`config.mk`:
```
export PLATFORM = sky130hd
export DESIGN_NAME = bdm_data_memory
export DESIGN_NICKNAME = d
export VERILOG_FILES = /design/src/bdm_pkg.sv /design/src/bdm_data_memory.sv
export SDC_FILE = /design/constraint.sdc
export NUM_CORES = 1
export LEC_CHECK = 0
export BUFFER_PORTS_ARGS = -buffer_cell sky130_fd_sc_hd__buf_2
export CELL_PAD_IN_SITES_DETAIL_PLACEMENT = 1
export CELL_PAD_IN_SITES_GLOBAL_PLACEMENT = 2
export CORE_MARGIN = 2
export CORE_UTILIZATION = 45
export CTS_BUF_LIST = sky130_fd_sc_hd__clkbuf_16
export CTS_CLUSTER_DIAMETER = 30
export DETAILED_ROUTE_END_ITERATION = 10
export GPL_ROUTABILITY_DRIVEN = 0
export MAX_ROUTING_LAYER = met4
export PLACE_DENSITY_LB_ADDON = 0.1
export SETUP_SLACK_MARGIN = 0.15
export SYNTH_ARGS = -nofsm -noshare
export SYNTH_HDL_FRONTEND = slang
export SYNTH_SLANG_ARGS = --single-unit
```
`constraint.sdc`:
```
create_clock -name ref_clk -period 5.1 [get_ports ref_clk]
set_input_delay 1.02 -clock ref_clk [delete_from_list [all_inputs] [get_ports ref_clk]]
set_output_delay 1.02 -clock ref_clk [all_outputs]
set_load 0.02 [all_outputs]
```
`src/bdm_pkg.sv`:
```
package bdm_pkg;

  ////////////////////////////////////////////////////////////////////////////////
  // widths
  localparam int unsigned DATA_W   = 8;
  localparam int unsigned OP_W     = 7;
  localparam int unsigned ADDR_W   = 8;
  localparam int unsigned EFF_W    = 9;
  localparam int unsigned WB_ADR_W = 9;
  localparam int unsigned WB_ADR_LSB = 2;

  ////////////////////////////////////////////////////////////////////////////////
  // locations inside one bank (7-bit operand field)
  localparam logic [OP_W-1:0] INDIRECT_OFS = 7'h00;
  localparam logic [OP_W-1:0] STATUS_OFS   = 7'h03;
  localparam logic [OP_W-1:0] POINTER_OFS  = 7'h04;
  localparam logic [OP_W-1:0] GPR_BASE     = 7'h20;
  localparam logic [OP_W-1:0] COMMON_LO    = 7'h70;

  // general-purpose bytes that fit in bank 0 between 20h and 7Fh
  localparam int unsigned BANK0_GPR_MAX = 96;

  ////////////////////////////////////////////////////////////////////////////////
  // status register fields
  localparam int unsigned BANK_SEL_BIT = 5;
  localparam int unsigned IND_BANK_BIT = 7;

  ////////////////////////////////////////////////////////////////////////////////
  // values after reset
  localparam logic [DATA_W-1:0] STATUS_RST  = 8'h00;
  localparam logic [DATA_W-1:0] POINTER_RST = 8'h00;
  localparam logic [DATA_W-1:0] ZERO_BYTE   = 8'h00;

  ////////////////////////////////////////////////////////////////////////////////
  // types
  typedef enum logic [2:0] {
    REG_NONE    = 3'b000,
    REG_STATUS  = 3'b001,
    REG_POINTER = 3'b010,
    REG_SFR     = 3'b011,
    REG_GPR     = 3'b100
  } bdm_region_e;

  typedef struct packed {
    logic [ADDR_W-1:0] addr;
    logic [DATA_W-1:0] data;
    logic              strobe;
  } bdm_sfr_wr_s;

  typedef struct packed {
    logic [ADDR_W-1:0] addr;
    logic              en;
  } bdm_sfr_rd_s;

endpackage : bdm_pkg

```
`src/bdm_data_memory.sv`:
```
// Behaviour
// - two banks chosen by bank select bit
// - first 32 locations per bank are special
// - general RAM 20h-7Fh (20h-6Fh on 80 bytes), A0h-BFh on large
// - bank 1 F0h-FFh aliases 70h-7Fh (not on 80 bytes)
// - bank 1 specials reached by bank or pointer
// - file size 80, 96 or 128 bytes
// - indirect port has no storage, uses pointer
// - indirect access reaches any bank via pointer
// - indirect read of indirect port gives 00h
// - indirect write of indirect port stores nothing
// - effective address is the pointer alone
// - indirect bank bit ignored, 256 locations only
`timescale 1ns/10ps

module bdm_data_memory #(
  parameter int unsigned GPR_BYTES  = 96,
  parameter bit          COMMON_RAM = 1'b1
) (
  input  wire logic                          ref_clk,
  input  wire logic                          rst_n,
  // classic wishbone slave, word per register
  input  wire logic                          wbCyc,
  input  wire logic                          wbStb,
  input  wire logic                          wbWe,
  input  wire logic [3:0]                    wbSel,
  input  wire logic [bdm_pkg::WB_ADR_W-1:0]  wbAdr,
  input  wire logic [31:0]                   wbWdat,
  output      logic [31:0]                   wbRdat,
  output      logic                          wbAck,
  // core flag updates into the status register
  input  wire logic [bdm_pkg::DATA_W-1:0]    flagMask,
  input  wire logic [bdm_pkg::DATA_W-1:0]    flagVal,
  // special-function registers that live outside this block
  output      bdm_pkg::bdm_sfr_wr_s          sfrWr,
  output      bdm_pkg::bdm_sfr_rd_s          sfrRd,
  input  wire logic                          sfrHit,
  input  wire logic [bdm_pkg::DATA_W-1:0]    sfrRdata,
  // state seen by the core
  output      logic [bdm_pkg::DATA_W-1:0]    statusOut,
  output      logic [bdm_pkg::DATA_W-1:0]    pointerOut
);

  ////////////////////////////////////////////////////////////////////////////////
  // sizing
  // address map of one bank, by the low seven bits of the effective address:
  //   00h         indirect port, no storage of its own
  //   03h, 04h    status and pointer, answered in both banks
  //   other <20h  special-function registers kept outside this block
  //   20h-7Fh     bank 0 general storage (20h-6Fh on the 80-byte file)
  //   A0h-BFh     bank 1 general storage, 128-byte file only
  //   F0h-FFh     bank 1 common window onto bank 0 70h-7Fh, not on the 80-byte file
  //   anything else reads zero and drops writes

  localparam int unsigned IDX_W = $clog2(GPR_BYTES);
  localparam int unsigned B0_SPAN =
    (GPR_BYTES > bdm_pkg::BANK0_GPR_MAX) ? bdm_pkg::BANK0_GPR_MAX : GPR_BYTES;
  localparam int unsigned B1_SPAN =
    (GPR_BYTES > bdm_pkg::BANK0_GPR_MAX) ? (GPR_BYTES - bdm_pkg::BANK0_GPR_MAX) : 0;
  localparam logic [7:0] B0_SPAN_W = 8'(B0_SPAN);
  // the common window needs bank 0 storage behind 70h-7Fh; the 80-byte file has none
  localparam bit         ALIAS_OK  = COMMON_RAM && (B0_SPAN == bdm_pkg::BANK0_GPR_MAX);
  localparam int unsigned ALIAS_SPAN =
    ALIAS_OK ? (bdm_pkg::BANK0_GPR_MAX + 32'(bdm_pkg::GPR_BASE) - 32'(bdm_pkg::COMMON_LO)) : 0;

  ////////////////////////////////////////////////////////////////////////////////
  // state

  logic [bdm_pkg::DATA_W-1:0] statusQ;
  logic [bdm_pkg::DATA_W-1:0] pointerQ;
  logic                       ackQ;
  logic [bdm_pkg::DATA_W-1:0] rdatQ;
  bdm_pkg::bdm_sfr_wr_s       sfrWrQ;
  logic [bdm_pkg::DATA_W-1:0] memQ [GPR_BYTES];

  ////////////////////////////////////////////////////////////////////////////////
  // request decode

  logic                       reqNew;
  logic                       commit;
  logic [bdm_pkg::OP_W-1:0]   opField;
  logic [bdm_pkg::ADDR_W-1:0] directAddr;
  logic [bdm_pkg::EFF_W-1:0]  indAddr9;
  logic [bdm_pkg::ADDR_W-1:0] effAddr;
  logic                       isIndirect;
  logic                       selfRef;
  logic [bdm_pkg::OP_W-1:0]   lowAddr;
  logic [7:0]                 gprOff;
  logic                       b0Hit;
  logic                       b1Hit;
  logic                       aliasHit;
  logic [IDX_W-1:0]           gprIdx;
  bdm_pkg::bdm_region_e       region;
  logic [bdm_pkg::DATA_W-1:0] readVal;
  logic [bdm_pkg::DATA_W-1:0] wrByte;
  logic                       sfrRdEn;
  logic                       wrStatus;
  logic                       wrPointer;
  logic                       wrGpr;
  logic                       wrSfr;
  logic                       takeRead;
  logic [bdm_pkg::DATA_W-1:0] statusKeep;
  logic [bdm_pkg::DATA_W-1:0] statusPut;

  assign reqNew = wbCyc & wbStb & ~ackQ;
  // writes land at the edge where the master sees ack
  assign commit = wbCyc & wbStb & ackQ & wbWe & wbSel[0];
  assign wrByte = wbWdat[bdm_pkg::DATA_W-1:0];

  assign opField    = wbAdr[bdm_pkg::WB_ADR_LSB +: bdm_pkg::OP_W];
  assign directAddr = {statusQ[bdm_pkg::BANK_SEL_BIT], opField};
  assign isIndirect = (opField == bdm_pkg::INDIRECT_OFS);
  assign indAddr9   = {statusQ[bdm_pkg::IND_BANK_BIT], pointerQ};
  // top bit dropped: the indirect bank bit never reaches the decoder
  assign effAddr    = isIndirect ? indAddr9[bdm_pkg::ADDR_W-1:0] : directAddr;
  assign lowAddr    = effAddr[bdm_pkg::OP_W-1:0];
  // pointer aimed at the indirect port in either bank
  assign selfRef    = isIndirect && (lowAddr == bdm_pkg::INDIRECT_OFS);
  assign gprOff     = {1'b0, lowAddr} - {1'b0, bdm_pkg::GPR_BASE};

  bdm_window_hit #(
    .BANK (1'b0),
    .BASE (bdm_pkg::GPR_BASE),
    .SPAN (B0_SPAN)
  ) u_bank0Win (
    .addr (effAddr),
    .hit  (b0Hit)
  );

  bdm_window_hit #(
    .BANK (1'b1),
    .BASE (bdm_pkg::COMMON_LO),
    .SPAN (ALIAS_SPAN)
  ) u_commonWin (
    .addr (effAddr),
    .hit  (aliasHit)
  );

  // no overlap with the common window: bank 1 storage ends at BFh
  bdm_window_hit #(
    .BANK (1'b1),
    .BASE (bdm_pkg::GPR_BASE),
    .SPAN (B1_SPAN)
  ) u_bank1Win (
    .addr (effAddr),
    .hit  (b1Hit)
  );

  ////////////////////////////////////////////////////////////////////////////////
  // region and storage index

  always_comb begin
    region = bdm_pkg::REG_NONE;
    gprIdx = '0;
    if (selfRef) begin
      region = bdm_pkg::REG_NONE;
    end else if (lowAddr < bdm_pkg::GPR_BASE) begin
      // status and pointer answer in both banks; the rest go outside
      if (lowAddr == bdm_pkg::STATUS_OFS) begin
        region = bdm_pkg::REG_STATUS;
      end else if (lowAddr == bdm_pkg::POINTER_OFS) begin
        region = bdm_pkg::REG_POINTER;
      end else begin
        region = bdm_pkg::REG_SFR;
      end
    end else if (b0Hit || aliasHit) begin
      region = bdm_pkg::REG_GPR;
      gprIdx = IDX_W'(gprOff);
    end else if (b1Hit) begin
      region = bdm_pkg::REG_GPR;
      gprIdx = IDX_W'(gprOff + B0_SPAN_W);
    end
  end

  ////////////////////////////////////////////////////////////////////////////////
  // read mux

  always_comb begin
    readVal = bdm_pkg::ZERO_BYTE;
    unique case (region)
      bdm_pkg::REG_NONE: begin
        readVal = bdm_pkg::ZERO_BYTE;
      end
      bdm_pkg::REG_STATUS: begin
        readVal = statusQ;
      end
      bdm_pkg::REG_POINTER: begin
        readVal = pointerQ;
      end
      bdm_pkg::REG_SFR: begin
        // a location nobody claims reads as zero
        readVal = sfrHit ? sfrRdata : bdm_pkg::ZERO_BYTE;
      end
      bdm_pkg::REG_GPR: begin
        readVal = memQ[gprIdx];
      end
      default: begin
        readVal = bdm_pkg::ZERO_BYTE;
      end
    endcase
  end

  // outside registers see the read enable only on the first request cycle
  assign sfrRdEn = reqNew & ~wbWe & (region == bdm_pkg::REG_SFR);
  assign sfrRd   = '{addr: effAddr, en: sfrRdEn};

  ////////////////////////////////////////////////////////////////////////////////
  // write and read enables, one per target

  // every write target is gated by commit, so a dropped byte lane stores nothing
  assign wrStatus  = commit && (region == bdm_pkg::REG_STATUS);
  assign wrPointer = commit && (region == bdm_pkg::REG_POINTER);
  assign wrGpr     = commit && (region == bdm_pkg::REG_GPR);
  // a self-referencing indirect write decodes to no region: nothing is written
  assign wrSfr     = commit && (region == bdm_pkg::REG_SFR);
  assign takeRead  = reqNew && !wbWe;

  ////////////////////////////////////////////////////////////////////////////////
  // wishbone handshake

  always_ff @(posedge ref_clk or negedge rst_n) begin
    if (!rst_n) begin
      ackQ <= 1'b0;
    end else begin
      // one-cycle ack, dropped the cycle after it was given
      ackQ <= reqNew;
    end
  end

  always_ff @(posedge ref_clk or negedge rst_n) begin
    if (!rst_n) begin
      rdatQ <= bdm_pkg::ZERO_BYTE;
    end else if (takeRead) begin
      rdatQ <= readVal;
    end
  end

  assign wbAck  = ackQ;
  assign wbRdat = {24'h000000, rdatQ};

  ////////////////////////////////////////////////////////////////////////////////
  // status register

  bdm_flag_merge #(
    .WIDTH (bdm_pkg::DATA_W)
  ) u_statusKeep (
    .base   (statusQ),
    .mask   (flagMask),
    .flags  (flagVal),
    .merged (statusKeep)
  );

  // core flags win over a software write on the masked bits
  bdm_flag_merge #(
    .WIDTH (bdm_pkg::DATA_W)
  ) u_statusPut (
    .base   (wrByte),
    .mask   (flagMask),
    .flags  (flagVal),
    .merged (statusPut)
  );

  always_ff @(posedge ref_clk or negedge rst_n) begin
    if (!rst_n) begin
      statusQ <= bdm_pkg::STATUS_RST;
    end else if (wrStatus) begin
      statusQ <= statusPut;
    end else begin
      statusQ <= statusKeep;
    end
  end

  ////////////////////////////////////////////////////////////////////////////////
  // pointer register

  always_ff @(posedge ref_clk or negedge rst_n) begin
    if (!rst_n) begin
      pointerQ <= bdm_pkg::POINTER_RST;
    end else if (wrPointer) begin
      pointerQ <= wrByte;
    end
  end

  assign statusOut  = statusQ;
  assign pointerOut = pointerQ;

  ////////////////////////////////////////////////////////////////////////////////
  // general-purpose storage

  // no reset: contents are undefined at power-up, as for any static RAM
  always_ff @(posedge ref_clk) begin
    if (wrGpr) begin
      memQ[gprIdx] <= wrByte;
    end
  end

  ////////////////////////////////////////////////////////////////////////////////
  // outside special-function writes

  always_ff @(posedge ref_clk or negedge rst_n) begin
    if (!rst_n) begin
      sfrWrQ <= '0;
    end else if (wrSfr) begin
      sfrWrQ.addr   <= effAddr;
      sfrWrQ.data   <= wrByte;
      sfrWrQ.strobe <= 1'b1;
    end else begin
      // a self-referencing indirect write lands here: strobe stays low
      sfrWrQ.strobe <= 1'b0;
    end
  end

  assign sfrWr = sfrWrQ;

endmodule : bdm_data_memory

////////////////////////////////////////////////////////////////////////////////
// one general-purpose window of one bank, matched on the effective address

module bdm_window_hit #(
  parameter bit                       BANK = 1'b0,
  parameter logic [bdm_pkg::OP_W-1:0] BASE = bdm_pkg::GPR_BASE,
  parameter int unsigned              SPAN = bdm_pkg::BANK0_GPR_MAX
) (
  input  wire logic [bdm_pkg::ADDR_W-1:0] addr,
  output      logic                       hit
);

  localparam logic [7:0] SPAN_W = 8'(SPAN);

  logic [7:0] offset;

  // the offset wraps below the base, so the lower bound is tested on its own
  assign offset = {1'b0, addr[bdm_pkg::OP_W-1:0]} - {1'b0, BASE};
  assign hit    = (addr[bdm_pkg::ADDR_W-1] == BANK) && (addr[bdm_pkg::OP_W-1:0] >= BASE)
                  && (offset < SPAN_W);

endmodule : bdm_window_hit

////////////////////////////////////////////////////////////////////////////////
// masked merge: bits under the mask take the core's flags, the rest keep base

module bdm_flag_merge #(
  parameter int unsigned WIDTH = bdm_pkg::DATA_W
) (
  input  wire logic [WIDTH-1:0] base,
  input  wire logic [WIDTH-1:0] mask,
  input  wire logic [WIDTH-1:0] flags,
  output      logic [WIDTH-1:0] merged
);

  assign merged = (base & ~mask) | (flags & mask);

endmodule : bdm_flag_merge

```
==> results of run 1 <==
==> cell families (layout without fill, tap and decap cells) <==
kind of cell	count (synthesis)	count (layout)	synth area share
AO/OA/AOI/OAI	520	520	0.119
flip-flops	810	810	0.770
buffers and inverters	148	721	0.0263
other	1	27	0.000120
AND/OR/NAND/NOR	524	524	0.0720
multiplexers	35	35	0.0118
adder cells (fa/ha/maj)	3	3	0.00120
==> area by class of cell <==
class / instances / area [um2] / area share
sequential: 810 / 24100 / 0.594
antenna: 3 / 7.51 / 0.000185
clock buffer: 159 / 3980 / 0.0980
multi-input combinational: 1106 / 6610 / 0.163
timing repair buffer: 417 / 3210 / 0.0791
inverter: 12 / 45.0 / 0.00111
tap: 931 / 1160 / 0.0287
clock inverter: 133 / 1450 / 0.0358
==> routing by layer <==
metal	track usage	share of wire	routed length, um
met1	0.454	0.41	47500
met5	-	0	0
met3	0.0702	0.093	10700
met2	0.512	0.46	53700
met4	0.125	0.034	3990
==> through the flow <==
step | std cells | hold slack, ns
final | 3571 | 0.449
after global routing | 3570 | 0.492
after CTS | 3568 | 0.445
after detailed placement | 3276 | 0.492
after global placement | 3276 | 0.484
after floorplan | 2064 | 0.587
==> layout by cell type, fill, tap and decap left out, drive strengths merged, types with 5 or more instances in the layout <==
master    instances
a211oi            7
a21oi            54
nor3             53
nand3            36
a22oi            15
o22a             16
edfxtp          768
o31ai            12
clkbuf          159
or3               6
nand4             5
inv              37
o21ai            66
nor4             22
buf             417
bufinv           22
dfrtp            42
a221oi           15
mux2i            19
mux2             16
nand2           150
o22ai           174
a222oi           15
o221ai           51
a21o              7
conb             24
a31oi            25
clkinvlp         15
clkinv           71
a32oi             6
nor2            234
o211ai           13
==> worst max-delay path: stages <==
cell and delay (ns):
buf_2 0.13, nor4_2 0.32, and2_1 0.26, a21o_1 0.21, inv_1 0.10, ha_1 0.21
nor2_1 0.13, o2111ai_1 0.25, buf_4 0.22, nor2_2 0.12, buf_12 0.19, o21ai_0 0.10
buf_4 0.19, nor2_1 0.21, nand2_1 0.12, buf_4 0.29, a21oi_1 0.42, a21oi_1 0.08
buf_4 0.16, a311oi_1 0.54, o31ai_1 0.17
==> power groups by stage <==
stage / Clock, mW / Sequential (mW) / Combinational [mW]
floorplan: 0 / 7.50 / 0.422
global placement: 0 / 7.47 / 1.07
detailed placement: 0 / 7.48 / 1.09
CTS: 10.5 / 7.35 / 1.11
global route: 10.8 / 7.35 / 1.17
finish: 10.4 / 7.35 / 1.13
==> worst max-delay path by stage <==
stage | from | to
6_report | wbAdr[5] | rdatQ[0]
2_1_floorplan | wbAdr[4] | memQ[65][0]
3_5_place_dp | wbAdr[5] | rdatQ[0]
4_1_cts | wbAdr[5] | rdatQ[0]
5_1_grt | wbAdr[5] | rdatQ[0]
3_3_place_gp | wbAdr[5] | rdatQ[0]
==> registers in the layout, indices dropped and copies added (netlist names), named ones only <==
signal,flops
sfrWr,17
wbAck,1
rdatQ,8
memQ,768
pointerOut,8
==> impl_metrics.tcl, run 1 <==
set metrics [dict create \
    synth_top_area_frac 0.736 \
    post_synthesis_register_bit_count 810 \
    pwr-share-comb 0.060 \
    clkTransAtPathRegs_ns 0.05 \
    hold_path_class "in -> async" \
    total_switching_power_mw 4.43 \
    ys_async_sr_fraction 0.0519 \
    outcome "completed" \
    placement.cell_area_um2 35100 \
    drt-pass1-iter-count 8 \
    synth_common_cells "edfxtp_1, nor2_1, o22ai_1, nand2_1, o21ai_0" \
    die_h_um 268 \
    ctsHoldBuffers 0 \
    fillerInstances 6435 \
    maximum_operating_frequency_mhz 206 \
    htreeDepth 4 \
    worst_pin_slew_ns 1.24 \
    worst-r2r-cell-count 19 \
    flow.area_growth_from_synthesis_pct 29.6 \
    clockRootBuffer "clkbuf_16" \
    antenna_violating_nets_remaining 0 \
    critPathArrivalTime_ns 5.45 \
    grt_first_pass_wirelength_um 165000 \
    finalSetupTns_ns 0 \
    number_of_buffers_created_by_cts 158 \
    post_cts_resized 0 \
    netlist_top_cells_area "edfxtp_1, o22ai_1, dfrtp_1, nor2_1, nand2_1" \
    synthCells 2041 \
    synth_edf_count 768 \
    r2r-end "rdatQ[0]" \
    max_slew_margin 0.174 \
    hold_violations 0 \
    postSynthAreaPerCell_um2 15.3 \
    clock_power_share 0.552 \
    antenna_violations_before_repair 3 \
    post_drt_via_cell_ratio 6.20 \
    synth.largest_area_cell "edfxtp_1" \
    timing.critical_path.fanout_max 14 \
    core_area_um2 68700 \
    finalWorstSetupSlack_ns 0.240 \
    vias 22200 \
    cts_max_path_buffers 3 \
    count_of_distinct_cell_types_in_the_synthesized_netlist 84 \
    sw_frac_of_total 0.234 \
    numClockSinks 810 \
    power_mw 18.9 \
    top_reg_cell_synth "edfxtp_1" \
    timing.max_cap.violations 0 \
    period_share 0.953 \
    endpoint_required_time_on_the_critical_path_ns 5.69 \
    dieArea_um2 71700 \
    grt_use_total 0.338 \
    grt_setup_unrepaired "no" \
    drt_iter0_drc 2462 \
    grt_max_degree 100 \
    setup.worst_path.start_class "input port" \
    setup_violations 0 \
    crit_type "in -> reg" \
    grt_pass1_vias 22900 \
    max_slew_violations 0 \
    power_leakage_nw 14.3 \
    power.share.sequential 0.389 \
    finalCoreUtilization 0.591 \
    skew_ns 0.0238 \
    stdcell_area_um2 40600 \
    hpwl_um 73500 \
    period_needed_ns 4.86 \
    io_pins 150 \
    initial_core_util 0.456 \
    minimum_setup_slack_after_placement_ns -0.229 \
    grt.overflow.total 0 \
    finalNetCount 2583 \
    irDropWorstVdd_mv 0.348 \
    detail_route.drc_violations 0 \
    dieWidth_um 268 \
    ys.warnings.count 0 \
    post-synth-top-count-cell "edfxtp_1" \
    placement_rows 96 \
    yosysSeqAreaShare 0.770 \
    routedWlPerCell_um 32.5 \
    worst_r2r_startpoint "pointerOut[4]" \
    clock_tree_from_tritoncts "done" \
    cell_internal_pwr_mw 14.5 \
    placement.io_buffers 96 \
    post_synth_instance_area_um2 31300 \
    cp-end-kind "register" \
    clock_latency_reported_for_the_late_side_of_the_worst_skew_pair_ns 0.74 \
    flop_to_flop_setup_slack_ns 0.69 \
    power.density_nw_per_um2 466 \
    cts.repair_timing.setup_buffer_count 0 \
    final_layout_size_suffix_gt1_frac 0.278 \
    detail_route.wirelength_um 116000 \
]
Power figures use the tool's default switching activity.
==> run 2: changes to the inputs <==
--- a/config.mk
+++ b/config.mk
@@ -5,11 +5,13 @@
 export SDC_FILE = /design/constraint.sdc
 export NUM_CORES = 1
 export LEC_CHECK = 0
+export ABC_AREA = 1
 export BUFFER_PORTS_ARGS = -buffer_cell sky130_fd_sc_hd__buf_2
+export CAP_MARGIN = 10
 export CELL_PAD_IN_SITES_DETAIL_PLACEMENT = 1
 export CELL_PAD_IN_SITES_GLOBAL_PLACEMENT = 2
 export CORE_MARGIN = 2
-export CORE_UTILIZATION = 45
+export CORE_UTILIZATION = 41
 export CTS_BUF_LIST = sky130_fd_sc_hd__clkbuf_16
 export CTS_CLUSTER_DIAMETER = 30
 export DETAILED_ROUTE_END_ITERATION = 10
==> run 2 against run 1 <==
Synthesized cell count rose by 66%. Clock power rose by 12%. Critical path depth rose by 4. Sequential share of layout area fell by 5.3 points. Largest cell class unchanged.
==> impl_metrics.tcl, run 2 <==
set metrics [dict create \
    numClockSinks 810 \
    fillerInstances 9245 \
    timing.max_cap.violations 0 \
    timing.critical_path.fanout_max 7 \
    placement.cell_area_um2 38300 \
    number_of_buffers_created_by_cts 183 \
    cp.depth 25 \
    irDropWorstVdd_mv 0.314 \
    cell_internal_pwr_mw 15.4 \
    timing.critical_path.slowest_stage_cell "nor2_1" \
    htreeDepth 4 \
    pwr-share-comb 0.057 \
    power_leakage_nw 19.0 \
    finalNetCount 3847 \
    top_reg_cell_synth "edfxtp_1" \
    minimum_setup_slack_after_placement_ns -0.125 \
    initial_core_util 0.413 \
    power.density_nw_per_um2 451 \
    antenna_cells_inserted 0 \
    ys_async_sr_fraction 0.0519 \
    critical_path.startpoint "wbAdr[2]" \
    period_share 0.876 \
    clock_latency_reported_for_the_late_side_of_the_worst_skew_pair_ns 0.77 \
    grt.overflow.total 0 \
    grt_pass1_vias 26900 \
    most_common_library_cell_in_the_layout_ignoring_fill_and_taps "nand2_1" \
    grt_setup_unrepaired "no" \
    final_cell_mix "nand2_1, edfxtp_1, inv_1" \
    antenna_violations_before_repair 2 \
    outcome "completed" \
    period_needed_ns 4.47 \
    grt_use_total 0.283 \
    finalCoreUtilization 0.525 \
    crit_family "simple AND/OR/NAND/NOR gates" \
    netlist_top_cells_area "edfxtp_1, nand2_1, inv_1, nor2_1, dfrtp_1" \
    regMostFlops "memQ" \
    worst_setup_path_endpoint "rdatQ[2]" \
    worst-r2r-cell-count 19 \
    crit_type "in -> reg" \
    flop_to_flop_setup_slack_ns 1.00 \
    power.share.sequential 0.366 \
    clock_power_share 0.578 \
    cp-end-kind "register" \
    skew_ns 0.0328 \
    ctsHoldBuffers 0 \
    post_cts_resized 0 \
    endpoint_required_time_on_the_critical_path_ns 5.73 \
    grt_first_pass_wirelength_um 174000 \
    detail_route.drc_violations 0 \
    routedWlPerCell_um 23.5 \
    post_synthesis_register_bit_count 810 \
    placement_rows 107 \
    core_area_um2 84900 \
    post_synth_instance_area_um2 35000 \
    final_layout_size_suffix_gt1_frac 0.165 \
    cts_max_path_buffers 3 \
    number_of_buffers_and_inverters_on_the_critical_path 4 \
    max_slew_violations 0 \
    setup.worst_path.start_class "input port" \
    finalSetupTns_ns 0 \
    dieArea_um2 87800 \
    clockRootBuffer "clkbuf_16" \
    flow.area_growth_from_synthesis_pct 27.2 \
    ys.warnings.count 0 \
    synthCells 3390 \
    critPathArrivalTime_ns 5.10 \
    total_switching_power_mw 4.67 \
    max_stage_delay_on_crit_path_ns 0.59 \
    max_slew_margin 0.305 \
    dieWidth_um 296 \
    r2r-end "rdatQ[2]" \
    multi_input_area_um2 8560 \
    count_of_distinct_cell_types_in_the_synthesized_netlist 36 \
    clkTransAtPathRegs_ns 0.04 \
    path_common_cell "nand2_1" \
    synth_edf_count 768 \
    yosysSeqAreaShare 0.688 \
    worst_pin_slew_ns 1.04 \
    power_mw 20.1 \
    clock_tree_from_tritoncts "done" \
    die_h_um 296 \
    setup_violations 0 \
    vias 25800 \
    hpwl_um 76800 \
    seq_area_um2 24100 \
    antenna_violating_nets_remaining 0 \
    placement.io_buffers 96 \
    synth_top_area_frac 0.658 \
    worst_r2r_startpoint "pointerOut[6]" \
    io_pins 150 \
    detail_route.wirelength_um 119000 \
    hold_violations 0 \
    cts.repair_timing.setup_buffer_count 0 \
    postSynthAreaPerCell_um2 10.3 \
    sw_frac_of_total 0.232 \
    grt_max_degree 84 \
    finalWorstSetupSlack_ns 0.633 \
    stdcell_area_um2 44500 \
    maximum_operating_frequency_mhz 224 \
    largest_reg_flops 768 \
    post_drt_via_cell_ratio 5.09 \
    synth_common_cells "nand2_1, edfxtp_1, inv_1, nor2_1, o21ai_0" \
    synth.largest_area_cell "edfxtp_1" \
    drt-pass1-iter-count 5 \
    post-synth-top-count-cell "nand2_1" \
    drt_iter0_drc 1924 \
    hold_path_class "in -> async" \
]
==> run 2: cell families (layout without fill, tap and decap cells) <==
logic type,Yosys count,count (layout),synth area share
other,1,24,0.000107
buffers and inverters,619,1131,0.0721
DFF,810,810,0.688
adders and majority gates,3,3,0.00107
AOI/OAI and AO/OA,268,268,0.0408
and+or+nand+nor,1689,1689,0.198
==> run 2: power groups by stage <==
stage	logic [mW]	registers, mW	clock network (mW)
global route	1.23	7.35	12.1
floorplan	0.510	7.50	0
global placement	1.11	7.46	0
detailed placement	1.13	7.47	0
finish	1.14	7.35	11.6
CTS	1.14	7.35	11.8
==> run 2: final cells by class <==
| class | count | share of cell area |
|---|---|---|
| clock buffers | 185 | 0.104 |
| inverters | 458 | 0.0386 |
| multi-input cells | 1984 | 0.192 |
| well taps | 1144 | 0.0321 |
| flip-flops and latches | 810 | 0.541 |
| repair buffers | 332 | 0.0566 |
| clock inverters | 156 | 0.0352 |
==> run 2: per-stage QoR <==
stage	std cells	hold WS, ns
5_1_grt	5069	0.460
4_1_cts	5069	0.424
3_5_place_dp	4728	0.465
3_3_place_gp	4728	0.449
2_1_floorplan	3413	0.574
6_report	5069	0.457
==> run 2: metal layers <==
layer  part of all wire  vias to the layer above  track usage
li1                   -                    11800            -
met1               0.44                    13000        0.370
met2               0.47                      788        0.450
met3              0.058                      195       0.0456
met4              0.030                        0        0.100
met5                  0                        -            -
==> run 2: worst min path at each step <==
stage,startpoint,endpoint,cells past startpoint,slack (ns)
2_1_floorplan,wbAck,wbAck,1,0.57
3_3_place_gp,sfrWr[16],sfrWr[16],2,0.45
3_5_place_dp,sfrWr[16],sfrWr[16],2,0.47
4_1_cts,flagMask[5],register,2,0.42
5_1_grt,flagMask[5],register,2,0.46
6_report,rst_n,asynchronous set/reset pin,1,0.46
==> run 3: changes to the inputs <==
--- a/config.mk
+++ b/config.mk
@@ -6,18 +6,18 @@
 export NUM_CORES = 1
 export LEC_CHECK = 0
 export ABC_AREA = 1
-export BUFFER_PORTS_ARGS = -buffer_cell sky130_fd_sc_hd__buf_2
 export CAP_MARGIN = 10
 export CELL_PAD_IN_SITES_DETAIL_PLACEMENT = 1
 export CELL_PAD_IN_SITES_GLOBAL_PLACEMENT = 2
 export CORE_MARGIN = 2
-export CORE_UTILIZATION = 41
+export CORE_UTILIZATION = 42
 export CTS_BUF_LIST = sky130_fd_sc_hd__clkbuf_16
 export CTS_CLUSTER_DIAMETER = 30
 export DETAILED_ROUTE_END_ITERATION = 10
+export DONT_BUFFER_PORTS = 1
 export GPL_ROUTABILITY_DRIVEN = 0
 export MAX_ROUTING_LAYER = met4
-export PLACE_DENSITY_LB_ADDON = 0.1
+export PLACE_DENSITY = 0.81
 export SETUP_SLACK_MARGIN = 0.15
 export SYNTH_ARGS = -nofsm -noshare
 export SYNTH_HDL_FRONTEND = slang
==> run 3 against run 2 <==
Core utilization rose by 0.43 points. Flip-flop and latch count did not move. Die area fell by 2.3%.
==> impl_metrics.tcl, run 3 (synthesized netlist as in run 2, its figures left out) <==
set metrics [dict create \
    outcome "completed" \
    max_slew_violations 0 \
    io_pins 150 \
    vias 25700 \
    hold_violations 0 \
    irDropWorstVdd_mv 0.280 \
    numClockSinks 810 \
    detail_route.drc_violations 0 \
    setup.worst_path.start_class "input port" \
    antenna_violating_nets_remaining 0 \
    finalSetupTns_ns 0 \
    drt_iter0_drc 1846 \
    hpwl_um 70500 \
    endpoint_required_time_on_the_critical_path_ns 5.46 \
    placement.cell_area_um2 37400 \
    grt_pass1_vias 27700 \
    dieWidth_um 293 \
    grt_setup_unrepaired "no" \
    regMostFlops "memQ" \
    grt_max_degree 98 \
    period_needed_ns 4.55 \
    number_of_buffers_created_by_cts 180 \
    ctsHoldBuffers 1 \
    finalNetCount 3709 \
    clock_tree_from_tritoncts "done" \
    period_share 0.891 \
    worst_pin_slew_ns 0.978 \
    htreeDepth 4 \
    stdcell_area_um2 43600 \
    antenna_cells_inserted 0 \
    max_slew_margin 0.348 \
    critPathArrivalTime_ns 4.91 \
    grt.overflow.total 0 \
    cts.repair_timing.setup_buffer_count 0 \
    initial_core_util 0.425 \
    cp-end-kind "register" \
    post_drt_via_cell_ratio 5.30 \
    flow.area_growth_from_synthesis_pct 24.4 \
    skew_ns 0.0500 \
    cts_max_path_buffers 3 \
    grt_use_total 0.280 \
    placed_cells_incl_taps 4518 \
    placement_rows 105 \
    power_mw 19.9 \
    finalWorstSetupSlack_ns 0.554 \
    die_h_um 293 \
    hold_path_class "in -> async" \
    clockRootBuffer "clkbuf_16" \
    final_cell_mix "nand2_1, edfxtp_1, inv_1" \
    maximum_operating_frequency_mhz 220 \
    drt-pass1-iter-count 5 \
    dieArea_um2 85700 \
    antenna_violations_before_repair 0 \
    most_common_library_cell_in_the_layout_ignoring_fill_and_taps "nand2_1" \
    largest_reg_flops 768 \
    power_leakage_nw 18.4 \
    power.density_nw_per_um2 457 \
    minimum_setup_slack_after_placement_ns -0.0390 \
    crit_type "in -> reg" \
    routedWlPerCell_um 23.8 \
    post_cts_resized 0 \
    stdcell_count 4856 \
    clock_latency_reported_for_the_late_side_of_the_worst_skew_pair_ns 0.77 \
    clkTransAtPathRegs_ns 0.04 \
    finalCoreUtilization 0.529 \
    setup_violations 0 \
    core_area_um2 82400 \
    detail_route.wirelength_um 115000 \
    timing.max_cap.violations 0 \
    placement.io_buffers 0 \
    finalHoldWorstSlack_ns 0.105 \
    timing.critical_path.fanout_max 8 \
    grt_first_pass_wirelength_um 172000 \
    final_layout_size_suffix_gt1_frac 0.137 \
]
-- run 3: cell count changes in the layout (fill, tap and decap cells not counted), moves of 2 or more --
cell / delta
clkinv_4: +14
clkinv_8: -5
buf_2: -88
buf_4: -41
inv_6: +5
clkbuf_16: -2
buf_12: -6
inv_16: +3
clkinvlp_4: -5
clkinv_2: -3
clkinv_16: +3
bufinv_16: -3
inv_1: -11
-- run 3: layer usage --
metal  track usage  routed length, um  vias up
li1              -                  -    11500
met1         0.337              46500    13000
met2         0.460              56300      977
met3        0.0610               8700      258
met4         0.110               3990        0
met5             -                  0        -
-- run 3: cell type report --
type | count | area (um2)
tap | 1070 | 1340
clock buffer | 183 | 4580
multi-input combinational | 1984 | 8560
inverter | 458 | 1720
sequential | 810 | 24100
timing repair buffer | 197 | 1650
clock inverter | 154 | 1620
fill | 8769 | 38800
-- run 3: critical path, stage by stage --
cell     delay, ns
nor2_1        0.09
nand2_1       0.09
nor2_2        0.28
nand2_1       0.13
nand2_2       0.08
nand2_1       0.05
inv_1         0.05
ha_1          0.21
and3b_1       0.22
nand3_2       0.11
a21oi_4       0.33
nand2_2       0.21
nor2_4        0.15
inv_2         0.12
nor2_1        0.46
inv_1         0.23
nor2_1        0.18
inv_1         0.18
nor2_1        0.71
-- run 3: final timing paths --
path	startpoint	endpoint	slack, ns	cells after the start
setup / recovery	wbAdr[8]	memQ[31][5]	0.55	19
hold / removal	rst_n	rdatQ[2]	0.10	1
setup reg to reg	pointerOut[4]	memQ[31][5]	0.65	16
hold reg to reg	rdatQ[6]	rdatQ[6]	0.63	2
max in group asynchronous	rst_n	sfrWr[5]	4.76	1
min in group ref_clk	flagMask[3]	register	0.36	1
-- run 3: report_power, final --
part	leakage [nW]	switching, mW	internal, mW
Sequential	7.46	0.0651	7.32
Combinational	7.87	0.682	0.229
Clock	3.03	3.95	7.68
Total	18.4	4.70	15.2
